==> config.mk <==
export PLATFORM = sky130hd
export DESIGN_NAME = bbalu_core
export DESIGN_NICKNAME = d
export VERILOG_FILES = /design/src/rtl/bbalu_pkg.sv /design/src/rtl/bbalu_core.sv
export SDC_FILE = /design/constraint.sdc
export NUM_CORES = 1
export LEC_CHECK = 0
export BUFFER_PORTS_ARGS = -buffer_cell sky130_fd_sc_hd__buf_2
export CAP_MARGIN = 10
export CORE_UTILIZATION = 45
export DETAILED_ROUTE_END_ITERATION = 10
export GPL_TIMING_DRIVEN = 0
export PLACE_DENSITY = 0.84
export SYNTH_ARGS = -nofsm -noshare
export SYNTH_HDL_FRONTEND = slang
export SYNTH_SLANG_ARGS = --single-unit
==> constraint.sdc <==
create_clock -name sys_clk -period 3.3 [get_ports sys_clk]
set_clock_uncertainty 0.1 [all_clocks]
set_input_delay 0 -clock sys_clk [delete_from_list [all_inputs] [get_ports sys_clk]]
set_output_delay 0 -clock sys_clk [all_outputs]
set_load 0.1 [all_outputs]
==> src/rtl/bbalu_pkg.sv <==
// Purpose: Shared constants and types for the byte and bit ALU datapath
// Assumes: 8-bit operands, 32-bit AXI4-Lite register slave
// Notes: Register offsets are byte addresses
package bbalu_pkg;
  localparam int BBALU_DATA_W = 8;
  localparam int BBALU_AXI_AW = 4;
  // Operation select from instruction decode
  typedef enum logic [2:0] {
    BBALU_OP_ADD = 3'h0,
    BBALU_OP_ADC = 3'h1,
    BBALU_OP_AND = 3'h2,
    BBALU_OP_BAND = 3'h3,
    BBALU_OP_BIT_COMPARE = 3'h4
  } bbalu_op_t;
  // Second instruction byte of bit-operand forms
  localparam int BBALU_FLD_REG_HI = 7;
  localparam int BBALU_FLD_REG_LO = 4;
  localparam int BBALU_FLD_BIT_HI = 3;
  localparam int BBALU_FLD_BIT_LO = 1;
  localparam int BBALU_FLD_SEL = 0;
  // Register map
  localparam logic [3:0] BBALU_CTRL_OFS = 4'h0;
  localparam logic [3:0] BBALU_STATUS_OFS = 4'h4;
  localparam logic [3:0] BBALU_RESULT_OFS = 4'h8;
  localparam int BBALU_CTRL_EN_BIT = 0;
  localparam logic BBALU_CTRL_EN_RESET = 1'b1;
  // Status bit positions
  localparam int BBALU_ST_C = 7;
  localparam int BBALU_ST_Z = 6;
  localparam int BBALU_ST_S = 5;
  localparam int BBALU_ST_V = 4;
  localparam int BBALU_ST_D = 3;
  localparam int BBALU_ST_H = 2;
  localparam int BBALU_ST_RES = 0;
  localparam logic [1:0] BBALU_RESP_OKAY = 2'h0;
  localparam logic [1:0] BBALU_RESP_SLVERR = 2'h2;
endpackage

==> src/rtl/bbalu_core.sv <==
// What this block does
// RULE1 - Add-with-carry writes destination plus source plus carry flag; source untouched.
// RULE2 - Plain add writes destination plus source, ignoring carry in.
// RULE3 - Both adds set carry on carry out of bit seven, else clear.
// RULE4 - Both adds set overflow when like-signed operands give opposite-signed result.
// RULE5 - Both adds set half-carry on carry out of bit three.
// RULE6 - Both adds always clear the decimal-adjust flag.
// RULE7 - Both adds set zero on zero result, sign on negative result.
// RULE8 - AND stores one only where both operand bits are one.
// RULE9 - AND sets zero, copies bit 7 to sign, clears overflow, keeps others.
// RULE10 - Bit AND: source bit into bit zero, or source bit zero into bit.
// RULE11 - Bit AND sets zero from result bit, clears sign, keeps C, D, H.
// RULE12 - Bit operand byte: 4-bit register, 3-bit bit index, 1-bit form selector.
// RULE13 - Bit compare sets zero when bits match, clears sign, writes nothing.
// RULE14 - Result and affected flags land together; unaffected flags keep values.
// RULE15 - After reset no result is pending and flags hold until first completion.
//
// Purpose: Execute byte add, add with carry, AND, bit AND and bit compare
// Assumes: Operands arrive with op_valid; one operation per accepted cycle
// Notes: Result and flags appear one cycle after acceptance
`timescale 1ns/100ps
`default_nettype none
module bbalu_core
  import bbalu_pkg::*;
(
  input wire logic sys_clk,
  input wire logic rst_b,
  input wire logic op_valid,
  input wire bbalu_pkg::bbalu_op_t op_code,
  input wire logic [7:0] op_dst,
  input wire logic [7:0] op_src,
  input wire logic [7:0] op_bitfield,
  output logic op_ready,
  output logic res_valid,
  output logic res_write,
  output logic [7:0] res_data,
  output logic [3:0] res_reg_addr,
  output logic flag_c,
  output logic flag_z,
  output logic flag_s,
  output logic flag_v,
  output logic flag_d,
  output logic flag_h,
  input wire logic [3:0] s_axi_awaddr,
  input wire logic s_axi_awvalid,
  output logic s_axi_awready,
  input wire logic [31:0] s_axi_wdata,
  input wire logic [3:0] s_axi_wstrb,
  input wire logic s_axi_wvalid,
  output logic s_axi_wready,
  output logic [1:0] s_axi_bresp,
  output logic s_axi_bvalid,
  input wire logic s_axi_bready,
  input wire logic [3:0] s_axi_araddr,
  input wire logic s_axi_arvalid,
  output logic s_axi_arready,
  output logic [31:0] s_axi_rdata,
  output logic [1:0] s_axi_rresp,
  output logic s_axi_rvalid,
  input wire logic s_axi_rready
);
  import bbalu_pkg::*;

  logic rst_meta_b;
  logic rst_sync_b;
  logic op_fire;
  logic [3:0] aw_addr;
  logic [31:0] w_data;
  logic [3:0] w_strb;
  logic [8:0] sum9;
  logic [4:0] sum5;
  logic [2:0] bit_idx;
  logic bit_sel;
  logic next_write;
  logic [7:0] next_data;
  logic next_c;
  logic next_z;
  logic next_s;
  logic next_v;
  logic next_d;
  logic next_h;
  logic next_valid;

  // Reset release through two flops; assertion stays asynchronous
  always_ff @(posedge sys_clk or negedge rst_b) begin
    if (!rst_b) begin
      rst_meta_b <= 1'b0;
      rst_sync_b <= 1'b0;
    end else begin
      rst_meta_b <= 1'b1;
      rst_sync_b <= rst_meta_b;
    end
  end

  assign op_fire = op_valid && op_ready;
  assign bit_idx = op_bitfield[BBALU_FLD_BIT_HI:BBALU_FLD_BIT_LO]; // [RULE12]
  assign bit_sel = op_bitfield[BBALU_FLD_SEL]; // [RULE12]

  // Carry in only for the carrying variant
  assign sum9 = {1'b0, op_dst} + {1'b0, op_src} + {8'h00, (op_code == BBALU_OP_ADC) && flag_c}; // [RULE1] [RULE2]
  assign sum5 = {1'b0, op_dst[3:0]} + {1'b0, op_src[3:0]} + {4'h0, (op_code == BBALU_OP_ADC) && flag_c};

  // Flags default to held values so unaffected ones never move
  always_comb begin
    next_valid = 1'b1;
    next_write = 1'b1;
    next_data = op_dst;
    next_c = flag_c; // [RULE14]
    next_z = flag_z;
    next_s = flag_s;
    next_v = flag_v;
    next_d = flag_d;
    next_h = flag_h;
    case (op_code)
      BBALU_OP_ADD, BBALU_OP_ADC: begin
        next_data = sum9[7:0]; // [RULE1] [RULE2]
        next_c = sum9[8]; // [RULE3]
        next_v = (op_dst[7] == op_src[7]) && (sum9[7] != op_dst[7]); // [RULE4]
        next_h = sum5[4]; // [RULE5]
        next_d = 1'b0; // [RULE6]
        next_z = (sum9[7:0] == 8'h00); // [RULE7]
        next_s = sum9[7]; // [RULE7]
      end
      BBALU_OP_AND: begin
        next_data = op_dst & op_src; // [RULE8]
        next_z = ((op_dst & op_src) == 8'h00); // [RULE9]
        next_s = op_dst[7] & op_src[7]; // [RULE9]
        next_v = 1'b0; // [RULE9]
      end
      BBALU_OP_BAND: begin
        // Overflow is left undefined; holding it is the cheapest choice
        if (!bit_sel) begin
          next_data[0] = op_dst[0] & op_src[bit_idx]; // [RULE10]
          next_z = !(op_dst[0] & op_src[bit_idx]); // [RULE11]
        end else begin
          next_data[bit_idx] = op_dst[bit_idx] & op_src[0]; // [RULE10]
          next_z = !(op_dst[bit_idx] & op_src[0]); // [RULE11]
        end
        next_s = 1'b0; // [RULE11]
      end
      BBALU_OP_BIT_COMPARE: begin
        next_write = 1'b0; // [RULE13]
        next_z = (op_dst[0] == op_src[bit_idx]); // [RULE13]
        next_s = 1'b0; // [RULE13]
      end
      default: begin
        next_valid = 1'b0;
        next_write = 1'b0;
      end
    endcase
  end

  // Result and flags land in the same edge
  always_ff @(posedge sys_clk or negedge rst_sync_b) begin
    if (!rst_sync_b) begin
      res_valid <= 1'b0; // [RULE15]
      res_write <= 1'b0;
      res_data <= 8'h00;
      res_reg_addr <= 4'h0;
    end else begin
      res_valid <= op_fire && next_valid;
      res_write <= op_fire && next_write;
      if (op_fire && next_valid) begin
        res_data <= next_data;
        res_reg_addr <= op_bitfield[BBALU_FLD_REG_HI:BBALU_FLD_REG_LO]; // [RULE12]
      end
    end
  end

  always_ff @(posedge sys_clk or negedge rst_sync_b) begin
    if (!rst_sync_b) begin
      flag_c <= 1'b0;
      flag_z <= 1'b0;
      flag_s <= 1'b0;
      flag_v <= 1'b0;
      flag_d <= 1'b0;
      flag_h <= 1'b0;
    end else if (op_fire && next_valid) begin
      flag_c <= next_c; // [RULE14] [RULE15]
      flag_z <= next_z;
      flag_s <= next_s;
      flag_v <= next_v;
      flag_d <= next_d;
      flag_h <= next_h;
    end
  end

  // Write channel: address and data taken in either order, one write in flight
  always_ff @(posedge sys_clk or negedge rst_sync_b) begin
    if (!rst_sync_b) begin
      s_axi_awready <= 1'b1;
      s_axi_wready <= 1'b1;
      s_axi_bvalid <= 1'b0;
      s_axi_bresp <= BBALU_RESP_OKAY;
      aw_addr <= 4'h0;
      w_data <= 32'h0000_0000;
      w_strb <= 4'h0;
    end else begin
      if (s_axi_awvalid && s_axi_awready) begin
        s_axi_awready <= 1'b0;
        aw_addr <= s_axi_awaddr;
      end
      if (s_axi_wvalid && s_axi_wready) begin
        s_axi_wready <= 1'b0;
        w_data <= s_axi_wdata;
        w_strb <= s_axi_wstrb;
      end
      if (!s_axi_awready && !s_axi_wready && !s_axi_bvalid) begin
        s_axi_bvalid <= 1'b1;
        s_axi_bresp <= (aw_addr == BBALU_CTRL_OFS || aw_addr == BBALU_STATUS_OFS ||
                        aw_addr == BBALU_RESULT_OFS) ? BBALU_RESP_OKAY : BBALU_RESP_SLVERR;
      end
      if (s_axi_bvalid && s_axi_bready) begin
        s_axi_bvalid <= 1'b0;
        s_axi_awready <= 1'b1;
        s_axi_wready <= 1'b1;
      end
    end
  end

  // Enable gates decode; off stalls the decoder rather than dropping work
  always_ff @(posedge sys_clk or negedge rst_sync_b) begin
    if (!rst_sync_b) begin
      op_ready <= BBALU_CTRL_EN_RESET;
    end else if (!s_axi_awready && !s_axi_wready && !s_axi_bvalid &&
                 aw_addr == BBALU_CTRL_OFS && w_strb[0]) begin
      op_ready <= w_data[BBALU_CTRL_EN_BIT];
    end
  end

  // Read channel answers one cycle after the address
  always_ff @(posedge sys_clk or negedge rst_sync_b) begin
    if (!rst_sync_b) begin
      s_axi_arready <= 1'b1;
      s_axi_rvalid <= 1'b0;
      s_axi_rdata <= 32'h0000_0000;
      s_axi_rresp <= BBALU_RESP_OKAY;
    end else if (s_axi_arvalid && s_axi_arready) begin
      s_axi_arready <= 1'b0;
      s_axi_rvalid <= 1'b1;
      s_axi_rresp <= BBALU_RESP_OKAY;
      case (s_axi_araddr)
        BBALU_CTRL_OFS: s_axi_rdata <= {31'h0000_0000, op_ready};
        BBALU_STATUS_OFS: begin
          s_axi_rdata <= 32'h0000_0000;
          s_axi_rdata[BBALU_ST_C] <= flag_c;
          s_axi_rdata[BBALU_ST_Z] <= flag_z;
          s_axi_rdata[BBALU_ST_S] <= flag_s;
          s_axi_rdata[BBALU_ST_V] <= flag_v;
          s_axi_rdata[BBALU_ST_D] <= flag_d;
          s_axi_rdata[BBALU_ST_H] <= flag_h;
          s_axi_rdata[BBALU_ST_RES] <= res_valid;
        end
        BBALU_RESULT_OFS: s_axi_rdata <= {24'h00_0000, res_data};
        default: begin
          s_axi_rdata <= 32'h0000_0000;
          s_axi_rresp <= BBALU_RESP_SLVERR;
        end
      endcase
    end else if (s_axi_rvalid && s_axi_rready) begin
      s_axi_rvalid <= 1'b0;
      s_axi_arready <= 1'b1;
    end
  end
endmodule
`default_nettype wire

==> results_dict.tcl <==
set metrics [dict create \
    status "complete, no violations" \
    synth_top_family_by_area "compound AO/OA/AOI/OAI gates" \
    synth-warning-count 0 \
    slew_violations 0 \
    antenna_left 0 \
    setup_violations 0 \
    drv_cap 0 \
    synth_edf_count 0 \
    diodes 0 \
    vias_per_cell 5.298 \
    place.gp.congestion 0.9984 \
    synth.distinct_cells 60 \
    p_int_w 0.001343 \
    grt_max_degree 42 \
    cts_inserted_buffers 5 \
    pwr-share-clk 0.125 \
    crit_start "flag_c" \
    synth_xor_xnor_area_share 0.01193 \
    finalHoldViolCount 0 \
    cts_tree "done" \
    synth_top_cell_area_share 0.3323 \
    final_cells 547 \
    seq_power_share 0.275 \
    worst_pin_slew_ns 0.8656 \
    synthToLayoutAreaGrowth_pct 32.30 \
    p_per_area_nw_per_um2 843.8 \
    dieArea_um2 6853 \
    critPathKind "reg2reg" \
    overflow 0 \
    period_share 0.8393 \
    async_reset_ff_frac 1.000 \
    firstDrtPassIters 6 \
    switchingPower_w 0.001935 \
    drt_iter0_drc 248 \
    holdCritStartpoint "op_valid" \
    hpwl_um 5946 \
    antenna_found_initial 0 \
    pin_count 141 \
    syn_area_um2 2937 \
    reg2reg_to "res_data[4]" \
    cp.required_ns 3.36 \
    ys_ff_latch 43 \
    numPortBuffers 74 \
    initial_core_util 0.4651 \
    std_cell_rows 29 \
    hold_path_end "flag_h" \
    cts_repair_resize_count 0 \
    syn-mean-instance-area_um2 8.766 \
    vias 2898 \
    insertion_delay_ns 0.29 \
    synth-simple-area-share 0.1781 \
    synth_compound_area_frac 0.2092 \
    die_w_um 82.78 \
    synthTopCellsByArea "dfrtp_1, buf_4, nand2_1" \
    grt_usage 0.2348 \
    die_h_um 82.78 \
    setup_tns_ns 0 \
    grt_pass1_vias 2627 \
    finalWirelength_um 7999 \
    fin_nets 559 \
    dpl.cell_count 512 \
    power_leakage_nw 1.917 \
    wl_per_cell_um 14.62 \
    drc_errors 0 \
    grt_pass1_wl_um 12240 \
    num-fill-cells 554 \
    p_sw_frac 0.5904 \
    crit_path_max_fanout 4 \
    synth.area.mux_share 0.07201 \
    ys.flop_type "dfrtp_1" \
    whs_path_depth 4 \
    p_comb_frac 0.601 \
    period_minus_slack_ns 2.770 \
    worst_r2r_path_depth 9 \
    hold_path.class "in2reg" \
    yosysTopAreaCell "dfrtp_1" \
    syn_inst 335 \
    rsz0062_at_grt "no" \
    cts_root_buf "clkbuf_8" \
    endpoint_kind "flip-flop" \
    fmax_mhz 361.1 \
    rr_startpoint "flag_c" \
    slew_headroom 0.4230 \
    r2r_setup_slack_ns 0.53 \
    core_um2 6314 \
    synthAdderAreaFrac 0.05198 \
    arrival_ns 2.83 \
    ys_seq_area_frac 0.3681 \
    h-tree-depth 2 \
    peakVddDrop_v 0.001056 \
    clockBufferDepth 2 \
    clk_transition_reported_paths_ns 0.08 \
    start_kind "flip-flop" \
    clock-sinks 43 \
    drive_above_1_share 0.3021 \
]
-- registers in the layout, indices dropped and copies added, names as in the netlist --
name,cells
res_data,8
s_axi_rdata,8
aw_addr,4
res_reg_addr,4
flag_c,1
flag_h,1
flag_s,1
flag_v,1
flag_z,1
op_ready,1
res_valid,1
res_write,1
rst_meta_b,1
rst_sync_b,1
s_axi_arready,1
s_axi_awready,1
s_axi_bresp,1
s_axi_bvalid,1
s_axi_rresp,1
s_axi_rvalid,1
s_axi_wready,1
w_data,1
w_strb,1
-- critical path: stages, from the launching register on --
cell and delay, ns:
dfrtp_1 0.44, nand3_1 0.17, fa_1 0.44, fa_1 0.41, nand2b_1 0.18, a21oi_1 0.28
xnor2_1 0.19, o21ai_0 0.15, a2bb2oi_1 0.20, o21ai_1 0.08
-- power by group through the flow --
stage	registers, W	clock network [W]	logic (W)
2_1_floorplan	0.00194	0	0.000542
3_3_place_gp	0.000886	0	0.00189
3_5_place_dp	0.000903	0	0.00191
4_1_cts	0.000893	0.000414	0.00196
5_1_grt	0.000930	0.000439	0.00207
6_report	0.000900	0.000408	0.00197
-- kinds of logic after synthesis --
kind of cell               after synthesis
other                                    2
muxes                                   17
DFF                                     43
xor gates and xnor gates                 4
adders and majority gates               11
buffers and inverters                   50
and+or+nand+nor                        115
AOI/OAI and AO/OA                       93
-- cells in the mapped netlist (all sizes together) (2+ instances only) --
master / number
a211oi: 3
a21o: 2
a21oi: 18
a22oi: 5
a2bb2oi: 2
a31o: 2
a31oi: 5
buf: 35
clkbuf: 4
conb: 2
dfrtp: 39
dfstp: 4
fa: 2
ha: 9
inv: 11
mux2: 10
mux2i: 5
mux4: 2
nand2: 49
nand2b: 5
nand3: 10
nand3b: 2
nand4: 2
nor2: 27
nor2b: 6
nor3: 6
nor4: 3
o2111ai: 2
o211ai: 6
o21a: 4
o21ai: 29
o21bai: 2
o22ai: 2
o31a: 2
o31ai: 2
or3: 2
xnor2: 2
xor2: 2
-- per-layer routing --
metal / up-vias / part of all wire / wire length (um) / global-route usage
li1: 1402 / - / - / -
met1: 1327 / 0.42 / 3325 / 0.3056
met2: 159 / 0.50 / 3966 / 0.3967
met3: 10 / 0.078 / 620 / 0.03279
met4: 0 / 0.011 / 86 / 0.08276
met5: - / 0 / 0 / 0
-- cells in the final DEF, fill, tap and decap left out, drive strengths merged, types with 3 or more instances in the layout --
cell type / n
mux2: 10
nand2b: 5
conb: 28
dfrtp: 39
nand2: 49
a31oi: 5
a211oi: 3
a22oi: 5
dlygate4sd3: 27
buf: 109
nor3: 6
clkbuf: 9
nor2: 27
dfstp: 4
o21a: 4
inv: 11
nor2b: 6
nor4: 3
nand3: 10
mux2i: 5
a21oi: 18
o211ai: 6
ha: 9
o21ai: 29
-- cell type report --
cell class,count,area (um^2),share of cell area
inverters,11,41.29,0.01063
clock buffers,5,68.82,0.01771
repair buffers,101,640.6,0.1649
plain buffers,39,270.3,0.06957
multi-input cells,268,1642,0.4225
well taps,77,96.34,0.02480
clock inverters,3,43.79,0.01127
flip-flops and latches,43,1082,0.2786
-- per-stage QoR --
| step | hold slack [ns] | setup slack, ns | total power [W] | util | cell area, um^2 |
|---|---|---|---|---|---|
| after floorplan | -0.3956 | 0.2761 | 0.002483 | - | 3034 |
| after global placement | -0.3153 | 0.4006 | 0.002777 | 0.5545 | 3501 |
| after detailed placement | -0.3134 | 0.3690 | 0.002817 | 0.5547 | 3502 |
| after CTS | 0.03457 | 0.5835 | 0.003270 | 0.6153 | 3885 |
| after global routing | 0.05863 | 0.3747 | 0.003435 | 0.6153 | 3885 |
| final | 0.04825 | 0.5304 | 0.003278 | 0.6153 | 3885 |
-- worst max-delay path by stage --
stage                              to  slack (ns)  cells after the start
after floorplan           res_data[6]        0.28                      9
after global placement    res_data[4]        0.40                     12
after detailed placement  res_data[4]        0.37                     12
after CTS                 res_data[4]        0.58                      9
after global routing      res_data[4]        0.37                      9
final                     res_data[4]        0.53                      9
-- repair_timing --
action | CTS | global route
hold buffers | 27 | 0
hold endpoints to repair | 25 | 0
buffers inserted | 0 | 0
Note: power is estimated with default switching activity, not from simulation.
